$ cat config.mk
export PLATFORM = sky130hd
export DESIGN_NAME = bps_top
export DESIGN_NICKNAME = d
export VERILOG_FILES = /design/src/include/bps_pkg.sv /design/src/rtl/bps_persist.sv /design/src/rtl/bps_deadtime.sv /design/src/rtl/bps_top.sv
export SDC_FILE = /design/constraint.sdc
export NUM_CORES = 1
export LEC_CHECK = 0
export BUFFER_PORTS_ARGS = -buffer_cell sky130_fd_sc_hd__buf_2
export CORE_ASPECT_RATIO = 1.1
export CORE_MARGIN = 2
export CORE_UTILIZATION = 60
export DETAILED_ROUTE_END_ITERATION = 12
export GPL_TIMING_DRIVEN = 0
export PLACE_DENSITY = 0.76
export SYNTH_ARGS = -nofsm -noshare
export SYNTH_HDL_FRONTEND = slang
export SYNTH_HIERARCHICAL = 1
export SYNTH_SLANG_ARGS = --single-unit
$ cat constraint.sdc
create_clock -name clk_in -period 5.8 [get_ports clk_in]
set_clock_uncertainty 0.05 [all_clocks]
set_input_delay 1.45 -clock clk_in [delete_from_list [all_inputs] [get_ports clk_in]]
set_output_delay 1.45 -clock clk_in [all_outputs]
set_load 0.02 [all_outputs]
$ cat src/include/bps_pkg.sv
package bps_pkg;
	localparam int unsigned CLK_MHZ = 250;
	localparam int unsigned CNT_W = 32;
	localparam int unsigned N_IN = 20;
	// Filter and persistence times; least times round up.
	localparam int unsigned T_INV_FILT_NS = 500;
	localparam int unsigned INV_FILT_CYC = (T_INV_FILT_NS * CLK_MHZ + 999) / 1000;
	localparam int unsigned T_BOOST_FILT_NS = 200;
	localparam int unsigned BOOST_FILT_CYC = (T_BOOST_FILT_NS * CLK_MHZ + 999) / 1000;
	localparam int unsigned T_CAP2_US = 620;
	localparam int unsigned CAP2_CYC = T_CAP2_US * CLK_MHZ;
	localparam int unsigned T_CAP1_MS = 2500;
	localparam int unsigned CAP1_CYC = T_CAP1_MS * CLK_MHZ * 1000;
	localparam int unsigned T_BUSOV_MS = 625;
	localparam int unsigned BUSOV_CYC = T_BUSOV_MS * CLK_MHZ * 1000;
	localparam int unsigned T_RETRY_MS = 100;
	localparam int unsigned RETRY_CYC = T_RETRY_MS * CLK_MHZ * 1000;
	localparam int unsigned T_PREHEAT_MS = 1000;
	localparam int unsigned PREHEAT_CYC = T_PREHEAT_MS * CLK_MHZ * 1000;
	localparam logic [2:0] RETRY_MAX = 3'h7;
	// Boost timing.
	localparam int unsigned T_RESTART_US = 52;
	localparam int unsigned RESTART_CYC = T_RESTART_US * CLK_MHZ;
	localparam int unsigned T_BOOST_TOFF_US = 47;
	localparam int unsigned BOOST_TOFF_CYC = T_BOOST_TOFF_US * CLK_MHZ;
	localparam int unsigned T_BOOST_TON0_NS = 4000;
	localparam int unsigned BOOST_TON0_CYC = T_BOOST_TON0_NS * CLK_MHZ / 1000;
	localparam int unsigned T_BOOST_TONMAX_NS = 22700;
	localparam int unsigned BOOST_TONMAX_CYC = T_BOOST_TONMAX_NS * CLK_MHZ / 1000;
	localparam int unsigned TON_STEP_CYC = 25;
	localparam logic [3:0] ZCD_LOCK_CNT = 4'h8;
	localparam int unsigned T_OV_STOP_NS = 5000;
	localparam int unsigned OV_STOP_CYC = T_OV_STOP_NS * CLK_MHZ / 1000;
	// Half-bridge dead time bounds; least rounds up, longest rounds down.
	localparam int unsigned DT_W = 10;
	localparam int unsigned T_DT_MIN_NS = 1250;
	localparam logic [DT_W-1:0] DT_MIN_CYC = DT_W'((T_DT_MIN_NS * CLK_MHZ + 999) / 1000);
	localparam int unsigned T_DT_MAX_NS = 2500;
	localparam logic [DT_W-1:0] DT_MAX_CYC = DT_W'(T_DT_MAX_NS * CLK_MHZ / 1000);
	typedef enum logic [2:0] {
		SEQ_LOCK, SEQ_START, SEQ_PREHEAT, SEQ_IGNITE, SEQ_RUN, SEQ_PDOWN, SEQ_FAULT
	} bps_seq_t;
	typedef enum logic [1:0] {BST_IDLE, BST_ON, BST_OFF} bps_bst_t;
endpackage : bps_pkg

$ cat src/rtl/bps_persist.sv
// Persistence filter: the expired level rises once the flag has stayed high for more
// than LIMIT cycles and drops as soon as the flag drops.
module bps_persist #(
	parameter int unsigned LIMIT = 1
) (
	input wire logic clk_in,
	input wire logic arst_n_in,
	input wire logic flag_in,
	output logic expired_out
);
	import bps_pkg::*;

	logic [CNT_W-1:0] cnt_q;

	// Counter saturates at the limit so very long limits never wrap.
	always_ff @(posedge clk_in or negedge arst_n_in) begin
		if (!arst_n_in) begin
			cnt_q <= '0;
			expired_out <= 1'b0;
		end else if (!flag_in) begin
			cnt_q <= '0;
			expired_out <= 1'b0;
		end else begin
			if (cnt_q < LIMIT) begin
				cnt_q <= cnt_q + 32'h1;
			end
			expired_out <= (cnt_q >= LIMIT);
		end
	end
endmodule : bps_persist

$ cat src/rtl/bps_deadtime.sv
// Half-bridge gate pair with adaptive dead time.
module bps_deadtime (
	input wire logic clk_in,
	input wire logic arst_n_in,
	input wire logic en_in,
	input wire logic flip_in,
	input wire logic neg_in,
	output logic ls_out,
	output logic hs_out,
	output logic hs_on_out
);
	import bps_pkg::*;

	logic tgt_q;
	logic busy_q;
	logic [DT_W-1:0] cnt_q;

	// Each flip drops both gates; the other gate rises after the minimum gap once the
	// negative-current comparator shows the switch node has swung, or at the maximum.
	always_ff @(posedge clk_in or negedge arst_n_in) begin
		if (!arst_n_in) begin
			ls_out <= 1'b0;
			hs_out <= 1'b0;
			hs_on_out <= 1'b0;
			busy_q <= 1'b0;
			cnt_q <= '0;
			tgt_q <= 1'b1;
		end else if (!en_in) begin
			ls_out <= 1'b0;
			hs_out <= 1'b0;
			hs_on_out <= 1'b0;
			busy_q <= 1'b0;
			cnt_q <= '0;
			tgt_q <= 1'b1; // Low side first so the bootstrap charges.
		end else begin
			hs_on_out <= 1'b0;
			if (flip_in) begin
				ls_out <= 1'b0;
				hs_out <= 1'b0;
				busy_q <= 1'b1;
				cnt_q <= '0;
				tgt_q <= ~tgt_q;
			end else if (busy_q) begin
				if (cnt_q >= DT_MIN_CYC && (neg_in || cnt_q >= DT_MAX_CYC)) begin
					busy_q <= 1'b0;
					ls_out <= ~tgt_q;
					hs_out <= tgt_q;
					hs_on_out <= tgt_q;
				end else begin
					cnt_q <= cnt_q + 10'h1;
				end
			end
		end
	end
endmodule : bps_deadtime

$ cat src/rtl/bps_top.sv
// Ballast supervision: lockout, start sequence, inverter protection and boost control.
module bps_top #(
	parameter int unsigned CAP2_LIM = bps_pkg::CAP2_CYC,
	parameter int unsigned CAP1_LIM = bps_pkg::CAP1_CYC,
	parameter int unsigned BUSOV_LIM = bps_pkg::BUSOV_CYC,
	parameter int unsigned RETRY_LIM = bps_pkg::RETRY_CYC,
	parameter int unsigned PREHEAT_LIM = bps_pkg::PREHEAT_CYC,
	parameter int unsigned RESTART_LIM = bps_pkg::RESTART_CYC,
	parameter int unsigned BOOST_TOFF = bps_pkg::BOOST_TOFF_CYC,
	parameter int unsigned BOOST_TONMAX = bps_pkg::BOOST_TONMAX_CYC
) (
	input wire logic clk_in,
	input wire logic arst_n_in,
	input wire logic inv_oc1_in,
	input wire logic inv_slope_in,
	input wire logic inv_oc2_in,
	input wire logic inv_pos_in,
	input wire logic inv_neg_in,
	input wire logic inv_oc3_in,
	input wire logic boost_oc_in,
	input wire logic zcd_high_in,
	input wire logic zcd_low_in,
	input wire logic vcc_on_in,
	input wire logic vcc_uv_in,
	input wire logic bus_open_in,
	input wire logic bus_uv_in,
	input wire logic bus_ov_in,
	input wire logic bus_rel_in,
	input wire logic bus_ok_in,
	input wire logic line_low_in,
	input wire logic light_load_in,
	input wire logic inv_osc_in,
	input wire logic lamp_lit_in,
	output logic low_side_gate_out,
	output logic high_side_gate_out,
	output logic boost_gate_out,
	output logic freq_hold_out,
	output logic fault_out,
	output logic inv_ov_out,
	output logic dcm_out,
	output logic run_out
);
	import bps_pkg::*;

	logic [N_IN-1:0] raw;
	logic [N_IN-1:0] meta_q;
	logic [N_IN-1:0] sync_q;
	logic oc1_s, slope_s, oc2_s, pos_s, neg_s, oc3_s, boc_s, zhi_s, zlo_s, von_s;
	logic vuv_s, open_s, buv_s, bov_s, rel_s, bok_s, llow_s, lload_s, osc_s, lit_s;
	logic oc1_x, oc2_x, boc_x, cap1_x, cap2_x, busov_x;
	bps_seq_t seq_q;
	bps_bst_t bst_q;
	logic [CNT_W-1:0] seq_cnt_q;
	logic [2:0] retry_q;
	logic skip_q;
	logic inv_ov_q;
	logic inv_en;
	logic boost_act;
	logic boost_run;
	logic start_ok;
	logic run_mode;
	logic osc_d_q;
	logic flip;
	logic dt_ls, dt_hs, dt_hs_on;
	logic ls_d_q;
	logic [15:0] ls_cnt_q;
	logic [15:0] ls_len_q;
	logic pos_seen_q;
	logic cap1_q;
	logic cap2_q;
	logic ov_stop_q;
	logic zstate_q;
	logic zfall;
	logic [CNT_W-1:0] bcnt_q;
	logic [CNT_W-1:0] ton_q;
	logic [CNT_W-1:0] ton_eff;
	logic [3:0] zcnt_q;
	logic var_q;
	logic gap_q;
	logic oc_hold_q;
	logic boost_start;

	// Every pin flag crosses into the clock domain through two flip-flops.
	assign raw = {inv_oc1_in, inv_slope_in, inv_oc2_in, inv_pos_in, inv_neg_in, inv_oc3_in,
		boost_oc_in, zcd_high_in, zcd_low_in, vcc_on_in, vcc_uv_in, bus_open_in, bus_uv_in,
		bus_ov_in, bus_rel_in, bus_ok_in, line_low_in, light_load_in, inv_osc_in, lamp_lit_in};
	assign {oc1_s, slope_s, oc2_s, pos_s, neg_s, oc3_s, boc_s, zhi_s, zlo_s, von_s,
		vuv_s, open_s, buv_s, bov_s, rel_s, bok_s, llow_s, lload_s, osc_s, lit_s} = sync_q;

	for (genvar i = 0; i < N_IN; i++) begin : g_sync
		always_ff @(posedge clk_in or negedge arst_n_in) begin
			if (!arst_n_in) begin
				meta_q[i] <= 1'b0;
				sync_q[i] <= 1'b0;
			end else begin
				meta_q[i] <= raw[i];
				sync_q[i] <= meta_q[i];
			end
		end
	end

	// Persistence filters for the fault flags.
	bps_persist #(.LIMIT(INV_FILT_CYC)) u_oc1 (.clk_in(clk_in), .arst_n_in(arst_n_in),
		.flag_in(oc1_s), .expired_out(oc1_x));
	bps_persist #(.LIMIT(INV_FILT_CYC)) u_oc2 (.clk_in(clk_in), .arst_n_in(arst_n_in),
		.flag_in(oc2_s), .expired_out(oc2_x));
	bps_persist #(.LIMIT(BOOST_FILT_CYC)) u_boc (.clk_in(clk_in), .arst_n_in(arst_n_in),
		.flag_in(boc_s), .expired_out(boc_x));
	bps_persist #(.LIMIT(CAP1_LIM)) u_cap1 (.clk_in(clk_in), .arst_n_in(arst_n_in),
		.flag_in(cap1_q && run_mode), .expired_out(cap1_x));
	bps_persist #(.LIMIT(CAP2_LIM)) u_cap2 (.clk_in(clk_in), .arst_n_in(arst_n_in),
		.flag_in(cap2_q && run_mode), .expired_out(cap2_x));
	bps_persist #(.LIMIT(BUSOV_LIM)) u_busov (.clk_in(clk_in), .arst_n_in(arst_n_in),
		.flag_in(bov_s && inv_en), .expired_out(busov_x));

	// Mode decodes used by both the inverter and the boost paths.
	assign run_mode = (seq_q == SEQ_RUN);
	assign inv_en = (seq_q == SEQ_PREHEAT) || (seq_q == SEQ_IGNITE) || run_mode;
	assign boost_act = (seq_q == SEQ_START) || inv_en;
	// The boost is cut at once on overvoltage, and on an open loop in run mode.
	assign boost_run = boost_act && !ov_stop_q && !bov_s && !(open_s && run_mode);
	// A restart needs the bus below the overvoltage level and still above undervoltage.
	assign start_ok = !bov_s && !buv_s;

	// Start sequence, lockout and power-down retries.
	always_ff @(posedge clk_in or negedge arst_n_in) begin
		if (!arst_n_in) begin
			seq_q <= SEQ_LOCK;
			seq_cnt_q <= '0;
			retry_q <= '0;
			skip_q <= 1'b0;
			inv_ov_q <= 1'b0;
		end else if (vuv_s) begin
			seq_q <= SEQ_LOCK;
			seq_cnt_q <= '0;
			retry_q <= '0;
			skip_q <= 1'b0;
			inv_ov_q <= 1'b0;
		end else begin
			unique case (seq_q)
				SEQ_LOCK: begin
					if (von_s) begin
						seq_q <= SEQ_START;
					end
				end
				SEQ_START: begin
					if (oc2_x) begin
						seq_q <= SEQ_FAULT;
					end else if (bok_s) begin
						seq_q <= skip_q ? SEQ_IGNITE : SEQ_PREHEAT;
						seq_cnt_q <= '0;
					end
				end
				SEQ_PREHEAT: begin
					if (oc1_x || oc2_x) begin
						seq_q <= SEQ_FAULT;
					end else if (busov_x) begin
						seq_q <= SEQ_PDOWN;
						inv_ov_q <= 1'b1;
						seq_cnt_q <= '0;
					end else if (seq_cnt_q >= PREHEAT_LIM) begin
						seq_q <= SEQ_IGNITE;
					end else begin
						seq_cnt_q <= seq_cnt_q + 32'h1;
					end
				end
				SEQ_IGNITE: begin
					if (oc2_x) begin
						seq_q <= SEQ_FAULT;
					end else if (lit_s) begin
						seq_q <= SEQ_RUN;
						retry_q <= '0;
						skip_q <= 1'b0;
					end
				end
				SEQ_RUN: begin
					if (oc1_x || cap1_x || cap2_x) begin
						seq_q <= SEQ_FAULT;
					end else if (busov_x) begin
						seq_q <= SEQ_PDOWN;
						inv_ov_q <= 1'b1;
						seq_cnt_q <= '0;
					end else if (buv_s) begin
						seq_q <= SEQ_PDOWN;
						seq_cnt_q <= '0;
					end
				end
				SEQ_PDOWN: begin
					if (seq_cnt_q >= RETRY_LIM) begin
						seq_cnt_q <= '0;
						if (retry_q < RETRY_MAX) begin
							retry_q <= retry_q + 3'h1;
						end
						if (start_ok) begin
							seq_q <= SEQ_START;
							skip_q <= (retry_q < RETRY_MAX);
							inv_ov_q <= 1'b0;
						end
					end else begin
						seq_cnt_q <= seq_cnt_q + 32'h1;
					end
				end
				SEQ_FAULT: begin
					seq_q <= SEQ_FAULT; // Only lockout leaves a latched fault.
				end
			endcase
		end
	end

	// Ignition hold: once slope and first level coincide the sweep freezes until run.
	always_ff @(posedge clk_in or negedge arst_n_in) begin
		if (!arst_n_in) begin
			freq_hold_out <= 1'b0;
		end else begin
			freq_hold_out <= (seq_q == SEQ_IGNITE) && (freq_hold_out || (slope_s && oc1_s));
		end
	end

	// Oscillator edges from the inverter timing pin request a half-bridge flip.
	always_ff @(posedge clk_in or negedge arst_n_in) begin
		if (!arst_n_in) begin
			osc_d_q <= 1'b0;
		end else begin
			osc_d_q <= osc_s;
		end
	end
	assign flip = (osc_s ^ osc_d_q) && inv_en;

	bps_deadtime u_dt (
		.clk_in(clk_in),
		.arst_n_in(arst_n_in),
		.en_in(inv_en),
		.flip_in(flip),
		.neg_in(neg_s),
		.ls_out(dt_ls),
		.hs_out(dt_hs),
		.hs_on_out(dt_hs_on)
	);

	// Low-side on-time watch: positive current must show in the second half.
	// The half point uses the previous period's length, so the first period is lenient.
	always_ff @(posedge clk_in or negedge arst_n_in) begin
		if (!arst_n_in) begin
			ls_d_q <= 1'b0;
			ls_cnt_q <= '0;
			ls_len_q <= '0;
			pos_seen_q <= 1'b0;
			cap1_q <= 1'b0;
		end else begin
			ls_d_q <= dt_ls;
			if (dt_ls) begin
				ls_cnt_q <= ls_cnt_q + 16'h1;
				if (pos_s && ls_cnt_q >= (ls_len_q >> 1)) begin
					pos_seen_q <= 1'b1;
				end
			end else if (ls_d_q) begin
				ls_len_q <= ls_cnt_q;
				ls_cnt_q <= '0;
				pos_seen_q <= 1'b0;
				cap1_q <= !pos_seen_q;
			end
			if (!run_mode) begin
				cap1_q <= 1'b0;
			end
		end
	end

	// Hard switching at high-side turn-on: negative current when the low side is released,
	// or a reverse recovery spike while the high side conducts. Held until the next high-side turn-on.
	always_ff @(posedge clk_in or negedge arst_n_in) begin
		if (!arst_n_in) begin
			cap2_q <= 1'b0;
		end else if (!run_mode) begin
			cap2_q <= 1'b0;
		end else if ((flip && dt_ls && neg_s) || (dt_hs && oc3_s)) begin
			cap2_q <= 1'b1;
		end else if (dt_hs_on) begin
			cap2_q <= 1'b0;
		end
	end

	// Overvoltage stop holds until the bus falls under the release level.
	always_ff @(posedge clk_in or negedge arst_n_in) begin
		if (!arst_n_in) begin
			ov_stop_q <= 1'b0;
		end else if (bov_s) begin
			ov_stop_q <= 1'b1;
		end else if (!rel_s) begin
			ov_stop_q <= 1'b0;
		end
	end

	// Hysteretic zero-current state: set above the upper level, cleared below the lower.
	always_ff @(posedge clk_in or negedge arst_n_in) begin
		if (!arst_n_in) begin
			zstate_q <= 1'b0;
		end else if (zhi_s) begin
			zstate_q <= 1'b1;
		end else if (zlo_s) begin
			zstate_q <= 1'b0;
		end
	end
	assign zfall = zstate_q && zlo_s && !zhi_s;

	// Low line stretches the on-time by a quarter to fill the zero-crossing gap.
	assign ton_eff = llow_s ? ton_q + (ton_q >> 2) : ton_q;
	// Light load skips the first zero-current ring, leaving a gap before the next pulse.
	assign boost_start = (var_q && zfall && !(lload_s && !gap_q))
		|| (oc_hold_q && zfall)
		|| (bcnt_q >= RESTART_LIM)
		|| (!var_q && !oc_hold_q && bcnt_q >= BOOST_TOFF);

	// Boost pulse generator.
	always_ff @(posedge clk_in or negedge arst_n_in) begin
		if (!arst_n_in) begin
			bst_q <= BST_IDLE;
			bcnt_q <= '0;
			ton_q <= BOOST_TON0_CYC;
			zcnt_q <= '0;
			var_q <= 1'b0;
			gap_q <= 1'b0;
			oc_hold_q <= 1'b0;
		end else if (!boost_run) begin
			bst_q <= BST_IDLE;
			bcnt_q <= '0;
			if (!boost_act) begin
				ton_q <= BOOST_TON0_CYC;
				zcnt_q <= '0;
				var_q <= 1'b0;
			end
		end else begin
			unique case (bst_q)
				BST_IDLE: begin
					bst_q <= BST_ON;
					bcnt_q <= '0;
				end
				BST_ON: begin
					if (boc_x || bcnt_q >= ton_eff) begin
						bst_q <= BST_OFF;
						bcnt_q <= '0;
						gap_q <= 1'b0;
						oc_hold_q <= boc_x;
					end else begin
						bcnt_q <= bcnt_q + 32'h1;
					end
				end
				BST_OFF: begin
					if (zfall && zcnt_q < ZCD_LOCK_CNT) begin
						zcnt_q <= zcnt_q + 4'h1;
					end
					if (zcnt_q >= ZCD_LOCK_CNT) begin
						var_q <= 1'b1;
					end
					if (boost_start) begin
						bst_q <= BST_ON;
						bcnt_q <= '0;
						oc_hold_q <= 1'b0;
						if (!var_q && ton_q < BOOST_TONMAX) begin
							ton_q <= ton_q + TON_STEP_CYC;
						end
					end else begin
						bcnt_q <= bcnt_q + 32'h1;
						if (var_q && zfall && lload_s) begin
							gap_q <= 1'b1;
						end
					end
				end
			endcase
		end
	end

	// Output flops; gates are forced low in lockout and outside active modes.
	always_ff @(posedge clk_in or negedge arst_n_in) begin
		if (!arst_n_in) begin
			low_side_gate_out <= 1'b0;
			high_side_gate_out <= 1'b0;
			boost_gate_out <= 1'b0;
			fault_out <= 1'b0;
			inv_ov_out <= 1'b0;
			dcm_out <= 1'b0;
			run_out <= 1'b0;
		end else begin
			low_side_gate_out <= dt_ls && inv_en;
			high_side_gate_out <= dt_hs && inv_en;
			boost_gate_out <= (bst_q == BST_ON) && boost_run;
			fault_out <= (seq_q == SEQ_FAULT);
			inv_ov_out <= inv_ov_q;
			dcm_out <= var_q && lload_s && boost_act;
			run_out <= run_mode;
		end
	end
endmodule : bps_top

==> flow_summary_export.csv, run 1 <==
group,metric,value,unit
logic_synthesis,async_flop_share,100,%
pwr,power_leakage,10.7,nW
placed_design,place_area,22700,um^2
worst_setup_path,crit_family,"compound AO/OA/AOI/OAI gates",
sta,setup_viol,0,
die,dieArea,38000,um^2
layout,fin_nets,2413,
sta,setup_ws,488,ps
grt,first_global_vias,16400,
sta,hold_viol,0,
logic_synthesis,yosysTopAreaCellShare,46.4,%
die,core_area,36000,um^2
hold_path,min_path_cells,0,
layout,antennaDiodeCount,0,
logic_synthesis,synth_seq_area_share,47.2,%
clocking,cts_made_buffers,43,
worst_setup_path,cpPeakStageDelay,510,ps
logic_synthesis,synth_area_per_cell,9.90,um^2
sta,maxSlewViolCount,0,
detailed_routing,vias_per_cell,6.00,
pwr,p_per_area,279,nW/um^2
pwr,p_comb_share,15.5,%
logic_synthesis,ys.flop_type,"dfrtp_1",
logic_synthesis,ys_warn_count,6,
detailed_routing,wl_met1,20700,um
layout,design_area,24100,um^2
worst_setup_path,reg2reg_depth,21,
worst_setup_path,r2r-end,"bcnt_q[29]$_DFF_PN0_",
die,die_h,204,um
logic_synthesis,ys_ff_latch,412,
grt,grt_pass1_wl,79400,um
status,outcome,"finished clean",
worst_setup_path,crit_chain,"ha_1 > inv_1 > fa_1 > nor2b_1 > o21ai_0 > a21boi_1 > o31ai_1 > a21oi_1 > o21a_1 > o21ai_2 > a21o_1 > a311oi_1 > ha_1 > a21o_1 > a2111oi_0 > o21ai_0 > nor3_1 > o31a_1 > o21ai_1 > buf_2 > nor2_1",
pwr,p_seq_share,44.4,%
placed_design,dp_cells,2726,
logic_synthesis,synthTopCellsByArea,"dfrtp_1 46%, ha_1 6.0%, and2_1 3.4%",
sta,period_needed,5310,ps
pwr,switching_share,28.4,%
grt,grt_remaining_overflow,0,
clocking,postCtsHoldBufs,0,
clocking,cts_tree,"done",
detailed_routing,wl_met3,1630,um
worst_setup_path,path_max_fanout,10,
worst_setup_path,critPathLaunchType,"register",
placed_design,finalWeightedCongestion,0.875,
detailed_routing,detail_route.wl_per_cell,16.5,um
worst_setup_path,crit_slowest_cell,"dfrtp_1",
clocking,clk_latency,550,ps
detailed_routing,vias,16800,
sta,relSlewSlack,35.2,%
die,io_pins,30,
logic_synthesis,yosysTopAreaCell,"dfrtp_1",
worst_setup_path,crit_type,"register to register",
pwr,clkPwrFrac,40.1,%
die,rows,73,
sta,fmax,188,MHz
pwr,vdd_drop_max,255,uV
worst_setup_path,arrival,5730,ps
logic_synthesis,synth_edf_count,0,
sta,finalCritPeriodShare,91.6,%
logic_synthesis,syn-num-nets,2335,
grt,grt_max_degree,121,
clocking,cts.sinks,412,
clocking,clk_pin_slew,60,ps
detailed_routing,ant_nets,0,
worst_setup_path,crit_buf_inv,2,
hold_path,holdPathEnd,"oc3_s$_DFF_PN0_",
detailed_routing,wl_met2,22500,um
worst_setup_path,reg2reg_slack,490,ps
pwr,p_switching,1.90,mW
detailed_routing,firstDrtPassIters,5,
clocking,cts-root-buf,"clkbuf_16",
run,cap_violations,0,
hold_path,min_from,"meta_q[14]$_DFF_PN0_",
placed_design,dp_worst_setup_slack,414,ps
placed_design,hpwl,32100,um
grt,antenna_found_initial,0,
detailed_routing,wl,46200,um
sta,rsz0062_at_grt,"false",
layout,utilization,66.9,%
worst_setup_path,cp-end-kind,"register",
hold_path,hold_path_class,"register to register",
die,die_w,186,um
logic_synthesis,synth_cells,2207,
worst_setup_path,worst-path-stages,21,
sta,max_slew.worst_pin.slew,966,ps
detailed_routing,routed.top_layer,"met4",
detailed_routing,first_iter_violations,990,
clocking,clk_path_buf_depth,3,
logic_synthesis,ys_types,95,
layout,area_growth,10.3,%
detailed_routing,drcViolationCount,0,
pwr,intPower,4.81,mW
logic_synthesis,synthesis.area,21800,um^2
placed_design,portBuffers,29,
grt,grt_usage,25.2,%
layout,stdcell_count,2804,
die,start_util,60.7,%
worst_setup_path,worstPathRequired,6220,ps
layout,layout-drive-gt1-share,9.11,%
clocking,htreeDepth,2,
worst_setup_path,reg2reg_from,"ton_q[2]$_DFFE_PN0P_",
==> power by group through the flow <==
stage | registers, mW | logic, mW | clock network, mW
floorplan | 3.02 | 0.698 | 0
global placement | 3.03 | 0.992 | 0
detailed placement | 3.03 | 1.03 | 0
CTS | 2.98 | 1.04 | 2.75
global route | 2.98 | 1.16 | 2.88
finish | 2.98 | 1.04 | 2.69
==> layout make-up <==
cell class | count | area [um^2]
clock inverter | 20 | 174
multi-input combinational | 1636 | 10900
tap | 487 | 609
sequential | 412 | 10300
buffer | 68 | 315
clock buffer | 57 | 1210
timing repair buffer | 33 | 245
fill | 2826 | 11900
inverter | 91 | 342
==> kinds of logic after synthesis <==
family,share of synthesized area (%)
buffers and inverters,3.01
XOR/XNOR,3.65
AND/OR/NAND/NOR,23.3
adder cells (fa/ha/maj),6.11
multiplexers,3.02
flip-flops,47.2
AO/OA/AOI/OAI,13.7
==> cells in the final DEF, fill, tap and decap left out, types with 37 or more instances in the layout <==
| master | n |
|---|---|
| a21o_1 | 37 |
| a21oi_1 | 126 |
| and2_1 | 118 |
| buf_2 | 40 |
| clkbuf_1 | 54 |
| clkbuf_16 | 45 |
| dfrtp_1 | 405 |
| ha_1 | 105 |
| inv_1 | 88 |
| mux2i_1 | 48 |
| nand2_1 | 159 |
| nand3_1 | 102 |
| nand4_1 | 52 |
| nor2_1 | 185 |
| nor4_1 | 37 |
| o21ai_0 | 85 |
| o31ai_1 | 50 |
| or4_1 | 39 |
| xnor2_1 | 51 |
| xor2_1 | 40 |
==> metal layers <==
metal	track usage, %	vias to the layer above
li1	-	8140
met1	34.1	8236
met2	42.6	362
met3	3.08	84
met4	7.85	0
met5	0	-
==> synth_stat cells (17+ instances only) <==
cell type,number
and2_1,118
inv_1,88
a21o_1,37
a21oi_1,126
nor2_1,185
a211oi_1,17
clkbuf_1,46
nor4_1,37
mux2i_1,48
o31ai_1,50
nor3_1,32
nand4_1,52
or3_1,25
and3_1,32
xor2_1,40
nand3_1,102
or4_1,39
o21ai_1,18
nor2b_1,28
nand2b_1,36
ha_1,105
o21ai_0,85
nand2_1,159
dfrtp_1,405
xnor2_1,51
==> stage by stage <==
step / power, mW / hold WS, ps / setup TNS [ps]
2_1_floorplan: 3.71 / 281 / 0
3_3_place_gp: 4.02 / 282 / -1899730
3_5_place_dp: 4.05 / 285 / 0
4_1_cts: 6.77 / 298 / 0
5_1_grt: 7.02 / 299 / 0
6_report: 6.71 / 295 / 0
==> timing repair <==
item,CTS,global route
buffers inserted,0,1
setup endpoints to repair,0,30
hold endpoints to repair,0,0
resized for setup,0,0
==> worst max path at each step <==
| stage | slack (ps) | start | to |
|---|---|---|---|
| floorplan | 1370 | ton_q[9]$_DFFE_PN1P_ | bcnt_q[10]$_DFF_PN0_ |
| global placement | -4720 | arst_n_in | ls_len_q[11]$_DFFE_PN0P_ |
| global route | 90 | ton_q[2]$_DFFE_PN0P_ | bcnt_q[29]$_DFF_PN0_ |
| CTS | 330 | ton_q[2]$_DFFE_PN0P_ | bcnt_q[29]$_DFF_PN0_ |
| finish | 490 | ton_q[2]$_DFFE_PN0P_ | bcnt_q[29]$_DFF_PN0_ |
| detailed placement | 410 | ton_q[2]$_DFFE_PN0P_ | bcnt_q[29]$_DFF_PN0_ |
==> state kept, by name, summed over array words and instances, names as in the netlist, 2 cells and up <==
signal / count
meta_q: 20
u_dt/cnt_q: 10
u_oc1/cnt_q: 32
ls_len_q: 15
bcnt_q: 32
ton_q: 32
retry_q: 3
u_cap2/cnt_q: 32
bst_q: 2
seq_q: 3
u_oc2/cnt_q: 32
u_boc/cnt_q: 32
ls_cnt_q: 16
seq_cnt_q: 32
u_busov/cnt_q: 32
zcnt_q: 4
u_cap1/cnt_q: 32
(Power assumes the default switching activity.)
==> inputs of run 2 (changes only) <==
--- a/config.mk
+++ b/config.mk
@@ -11,7 +11,10 @@
 export CORE_UTILIZATION = 60
 export DETAILED_ROUTE_END_ITERATION = 12
 export GPL_TIMING_DRIVEN = 0
+export MAX_ROUTING_LAYER = met4
 export PLACE_DENSITY = 0.76
+export RECOVER_POWER = 100
+export SLEW_MARGIN = 20
 export SYNTH_ARGS = -nofsm -noshare
 export SYNTH_HDL_FRONTEND = slang
 export SYNTH_HIERARCHICAL = 1
==> run 2 against run 1 <==
  * The flow now finishes with violations (max-capacitance violations, max-slew violations)
  * Die area did not move
  * Via count decreased by 0.61%
  * Register-to-register slack lost 80 ps
  * Global-route usage grew 0.69 points
  * Non-clock buffer count grew 2
  * Critical path depth is 2 higher
==> flow_summary_export.csv, run 2 (synthesis results as in run 1) <==
group,metric,value,unit
status,outcome,"complete, but fails checks",
status,violations,"max-capacitance violations, max-slew violations",
worst_setup_path,reg2reg_from,"ton_q[2]$_DFFE_PN0P_",
pwr,p_seq_share,43.6,%
die,dieArea,38000,um^2
worst_setup_path,arrival,5750,ps
layout,layout_common_cells,"405 x dfrtp_1, 186 x nor2_1, 160 x nand2_1, 128 x a21oi_1, 105 x ha_1",
die,rows,73,
pwr,vdd_drop_max,241,uV
detailed_routing,drcViolationCount,0,
worst_setup_path,reg2reg_slack,410,ps
die,die_h,204,um
layout,fin_nets,2415,
grt,grt_usage,25.9,%
sta,setup_viol,0,
layout,num-fill-cells,2843,
worst_setup_path,path_max_fanout,10,
worst_setup_path,crit_slowest_cell,"o31ai_1",
detailed_routing,detail_route.wl_per_cell,16.6,um
clocking,clk_latency,550,ps
detailed_routing,vias,16700,
sta,maxSlewViolCount,97,
clocking,clk_pin_slew,60,ps
run,cap_violations,1,
hold_path,holdPathEnd,"oc3_s$_DFF_PN0_",
sta,finalCritPeriodShare,92.9,%
pwr,power_leakage,10.5,nW
clocking,htreeDepth,2,
clocking,cts.repair.resized,0,
pwr,clkPwrFrac,41.4,%
pwr,p_per_area,285,nW/um^2
layout,utilization,66.6,%
worst_setup_path,crit_chain,"ha_1 > inv_1 > fa_1 > nor2b_1 > o21ai_0 > a21boi_1 > o31ai_1 > a21oi_1 > o21a_1 > o21ai_1 > a211oi_1 > a311oi_1 > ha_1 > nand4_1 > nor2_1 > nand2_1 > or2_2 > o21ai_0 > nor3_1 > o31a_1 > o21ai_1 > buf_2 > nor2_1",
placed_design,portBuffers,29,
worst_setup_path,cp-end-kind,"register",
pwr,p_switching,1.90,mW
die,start_util,60.7,%
detailed_routing,wl,46600,um
clocking,postCtsHoldBufs,0,
pwr,power,6.83,mW
hold_path,hold_path_class,"register to register",
worst_setup_path,r2r-end,"bcnt_q[27]$_DFF_PN0_",
sta,fmax,186,MHz
clocking,cts_made_buffers,43,
die,die_w,186,um
worst_setup_path,critPathLaunchType,"register",
sta,hold_viol,0,
grt,first_global_vias,16400,
clocking,cts_tree,"done",
hold_path,min_from,"meta_q[14]$_DFF_PN0_",
hold_path,min_path_cells,0,
placed_design,finalWeightedCongestion,0.889,
grt,grt_remaining_overflow,0,
sta,max_slew.worst_pin.slew,2390,ps
worst_setup_path,worstPathRequired,6170,ps
worst_setup_path,cpPeakStageDelay,500,ps
die,core_area,36000,um^2
detailed_routing,ant_nets,0,
pwr,p_comb_share,15.0,%
grt,grt_pass1_wl,79000,um
layout,mostFrequentLayoutCell,"dfrtp_1",
worst_setup_path,crit_type,"register to register",
clocking,post_cts_buffers,0,
clocking,cts-root-buf,"clkbuf_16",
grt,grt_max_degree,99,
layout,antennaDiodeCount,0,
sta,period_needed,5390,ps
sta,fin_hold_ws,297,ps
detailed_routing,first_iter_violations,1024,
pwr,intPower,4.93,mW
sta,relSlewSlack,-59.5,%
pwr,switching_share,27.8,%
layout,area_growth,9.73,%
clocking,cts.sinks,412,
detailed_routing,vias_per_cell,5.96,
placed_design,hpwl,32400,um
layout,layout-drive-gt1-share,7.46,%
die,io_pins,30,
grt,antenna_found_initial,0,
worst_setup_path,reg2reg_depth,23,
sta,rsz0062_at_grt,"false",
detailed_routing,firstDrtPassIters,5,
clocking,clk_path_buf_depth,3,
==> run 2: metrics by stage <==
stage,cell area (um^2),setup slack [ps],setup TNS [ps],instances
6_report,24000,413,0,2805
5_1_grt,24000,56.5,0,2805
4_1_cts,24200,354,0,2803
3_5_place_dp,22700,420,0,2727
3_3_place_gp,22600,-4720,-1899730,2723
2_1_floorplan,21800,1370,0,2207
==> run 2: worst max-delay path: cells and delay by family, from the launching register on <==
kind / cells / cell delay (ps)
DFF: 1 / 480
buffers and inverters: 2 / 420
adders and majority gates: 3 / 670
AOI/OAI and AO/OA: 11 / 2840
and+or+nand+nor: 7 / 780
==> run 2: area by class of cell <==
class	count	area [um^2]	area share [%]
clock inverters	18	233	0.971
multi-input cells	1636	10800	44.9
inverters	91	342	1.43
flip-flops and latches	412	10300	43.1
plain buffers	68	287	1.20
repair buffers	35	191	0.799
clock buffers	58	1220	5.11
well taps	487	609	2.54
==> run 2: worst max-delay path by stage <==
stage,from,to,cells past startpoint
2_1_floorplan,ton_q[9]$_DFFE_PN1P_,bcnt_q[10]$_DFF_PN0_,19
3_3_place_gp,arst_n_in,ls_len_q[11]$_DFFE_PN0P_,1
3_5_place_dp,ton_q[2]$_DFFE_PN0P_,bcnt_q[29]$_DFF_PN0_,21
4_1_cts,ton_q[2]$_DFFE_PN0P_,bcnt_q[27]$_DFF_PN0_,21
5_1_grt,ton_q[2]$_DFFE_PN0P_,bcnt_q[27]$_DFF_PN0_,22
6_report,ton_q[2]$_DFFE_PN0P_,bcnt_q[27]$_DFF_PN0_,23
==> run 2: power groups by stage <==
| stage | Combinational, mW | Sequential, mW | Clock [mW] |
|---|---|---|---|
| finish | 1.02 | 2.98 | 2.83 |
| global route | 1.13 | 2.98 | 3.00 |
| CTS | 1.04 | 2.98 | 2.89 |
| detailed placement | 1.03 | 3.03 | 0 |
| global placement | 0.992 | 3.03 | 0 |
| floorplan | 0.698 | 3.02 | 0 |
==> run 2: routing by layer <==
layer / GRT usage (%) / wire, um
met4: 8.07 / 1340
met5: - / 0
met1: 33.7 / 20800
met2: 42.8 / 22800
met3: 2.92 / 1610
==> inputs of run 3 (changes only) <==
--- a/config.mk
+++ b/config.mk
@@ -13,7 +13,6 @@
 export GPL_TIMING_DRIVEN = 0
 export MAX_ROUTING_LAYER = met4
 export PLACE_DENSITY = 0.76
-export RECOVER_POWER = 100
 export SLEW_MARGIN = 20
 export SYNTH_ARGS = -nofsm -noshare
 export SYNTH_HDL_FRONTEND = slang
==> run 3 against run 2 <==
  * Power up 0.32%
  * Utilization up 0.62 points
  * Register-to-register slack worse by 40 ps
  * Clock power hardly changed
  * Critical path depth stayed put
  * Sequential power about the same
  * Combinational power is essentially flat
  * Cell count unchanged
  * Sequential cell count did not move
  * First-iteration DRC count down 5.3%
  * Final area rose by 0.93%
  * The flow now finishes without violations
==> flow_summary_export.csv, run 3 (synthesis results as in run 1) <==
group,metric,value,unit
clocking,htreeDepth,2,
die,die_h,204,um
layout,num-fill-cells,2805,
die,rows,73,
clocking,clk_latency,550,ps
sta,setup_viol,0,
clocking,cts-root-buf,"clkbuf_16",
layout,design_area,24200,um^2
detailed_routing,vias,16800,
layout,register_area,10300,um^2
placed_design,place_area,22700,um^2
die,core_area,36000,um^2
grt,grt_remaining_overflow,0,
clocking,post_cts_buffers,0,
layout,utilization,67.2,%
sta,rsz0062_at_grt,"false",
detailed_routing,firstDrtPassIters,8,
placed_design,dp_cells,2727,
grt,first_global_vias,16400,
die,start_util,60.7,%
sta,fmax,184,MHz
sta,maxSlewViolCount,0,
die,dieArea,38000,um^2
grt,grt_max_degree,99,
clocking,clk_pin_slew,60,ps
clocking,cts_made_buffers,43,
detailed_routing,vias_per_cell,5.98,
detailed_routing,wl,46400,um
grt,antenna_found_initial,0,
die,die_w,186,um
pwr,power_leakage,10.8,nW
hold_path,hold_path_class,"register to register",
sta,tns,0,ps
sta,finalCritPeriodShare,93.6,%
clocking,postCtsHoldBufs,0,
layout,layout-drive-gt1-share,9.15,%
worst_setup_path,cp-end-kind,"register",
layout,area_growth,10.7,%
run,cap_violations,0,
detailed_routing,ant_nets,0,
worst_setup_path,reg2reg_slack,370,ps
sta,relSlewSlack,34.2,%
layout,fin_nets,2415,
placed_design,hpwl,32400,um
detailed_routing,first_iter_violations,970,
worst_setup_path,arrival,5800,ps
pwr,vdd_drop_max,241,uV
pwr,p_per_area,283,nW/um^2
detailed_routing,drcViolationCount,0,
worst_setup_path,crit_type,"register to register",
layout,mostFrequentLayoutCell,"dfrtp_1",
clocking,cts.repair.resized,0,
worst_setup_path,worstPathRequired,6170,ps
sta,hold_viol,0,
grt,grt_pass1_wl,79000,um
layout,stdcell_count,2805,
clocking,clk_path_buf_depth,3,
layout,antennaDiodeCount,0,
layout,multi_input_area,10900,um^2
worst_setup_path,critPathLaunchType,"register",
detailed_routing,detail_route.wl_per_cell,16.5,um
placed_design,finalWeightedCongestion,0.889,
clocking,cts.sinks,412,
status,outcome,"finished clean",
grt,grt_usage,25.9,%
sta,max_slew.worst_pin.slew,980,ps
die,io_pins,30,
sta,period_needed,5430,ps
layout,layout_common_cells,"405 x dfrtp_1, 185 x nor2_1, 159 x nand2_1, 126 x a21oi_1, 118 x and2_1",
placed_design,portBuffers,29,
worst_setup_path,path_max_fanout,10,
clocking,cts_tree,"done",
## run 3: changes by cell type in the layout (fill, tap and decap cells not counted), sizes merged
cell	previous run	this run
buf	31	57
clkbuf	130	104
## run 3: per-layer routing
metal,vias to the layer above,global-route usage [%],share of wire [%]
met4,0,8.07,3.0
li1,8112,-,-
met5,-,-,0
met1,8196,33.7,45
met2,344,42.8,49
met3,111,2.92,3.4
## run 3: power breakdown
part,switching (mW),internal (mW),total [mW],leakage (nW)
clock network,1.12,1.71,2.82,0.707
registers,0.0506,2.93,2.98,5.62
logic,0.731,0.316,1.05,4.42
## run 3: worst paths after layout
check | from | end | cells after the start
worst max-delay path | ton_q[2]$_DFFE_PN0P_ | bcnt_q[27]$_DFF_PN0_ | 23
worst min-delay path | meta_q[19]$_DFF_PN0_ | oc1_s$_DFF_PN0_ | 0
worst max register to register | ton_q[2]$_DFFE_PN0P_ | bcnt_q[27]$_DFF_PN0_ | 23
worst min register to register | meta_q[19]$_DFF_PN0_ | oc1_s$_DFF_PN0_ | 0
max in group asynchronous | arst_n_in | u_dt/tgt_q$_DFFE_PN1P_ | 4
min in group asynchronous | arst_n_in | u_oc1/cnt_q[16]$_DFFE_PN0P_ | 1
## run 3: metrics by stage
stage | hold slack, ps | worst slack (ps) | power, mW
2_1_floorplan | 281 | 1370 | 3.71
3_3_place_gp | 282 | -4720 | 4.02
3_5_place_dp | 285 | 420 | 4.05
4_1_cts | 298 | 354 | 6.91
5_1_grt | 298 | 50.9 | 7.15
6_report | 297 | 371 | 6.85
## run 3: worst max-delay path: stages (launching register included)
cell and delay [ps]:
dfrtp_1 480, ha_1 270, inv_1 80, fa_1 190, nor2b_1 60, o21ai_0 240
a21boi_1 150, o31ai_1 500, a21oi_1 230, o21a_1 290, o21ai_1 250, a211oi_1 120
a311oi_1 420, ha_1 220, nand4_1 90, nor2_1 90, nand2_1 80, or2_2 290
o21ai_0 140, nor3_1 70, o31a_1 160, o21ai_1 370, buf_2 340, nor2_1 100
## run 3: area by class of cell
class | count | area share, %
Multi-Input combinational cell | 1636 | 44.9
Sequential cell | 412 | 42.7
Clock buffer | 58 | 5.06
Tap cell | 487 | 2.52
Inverter | 91 | 1.41
Buffer | 68 | 1.30
Timing Repair Buffer | 35 | 1.16
Clock inverter | 18 | 0.962
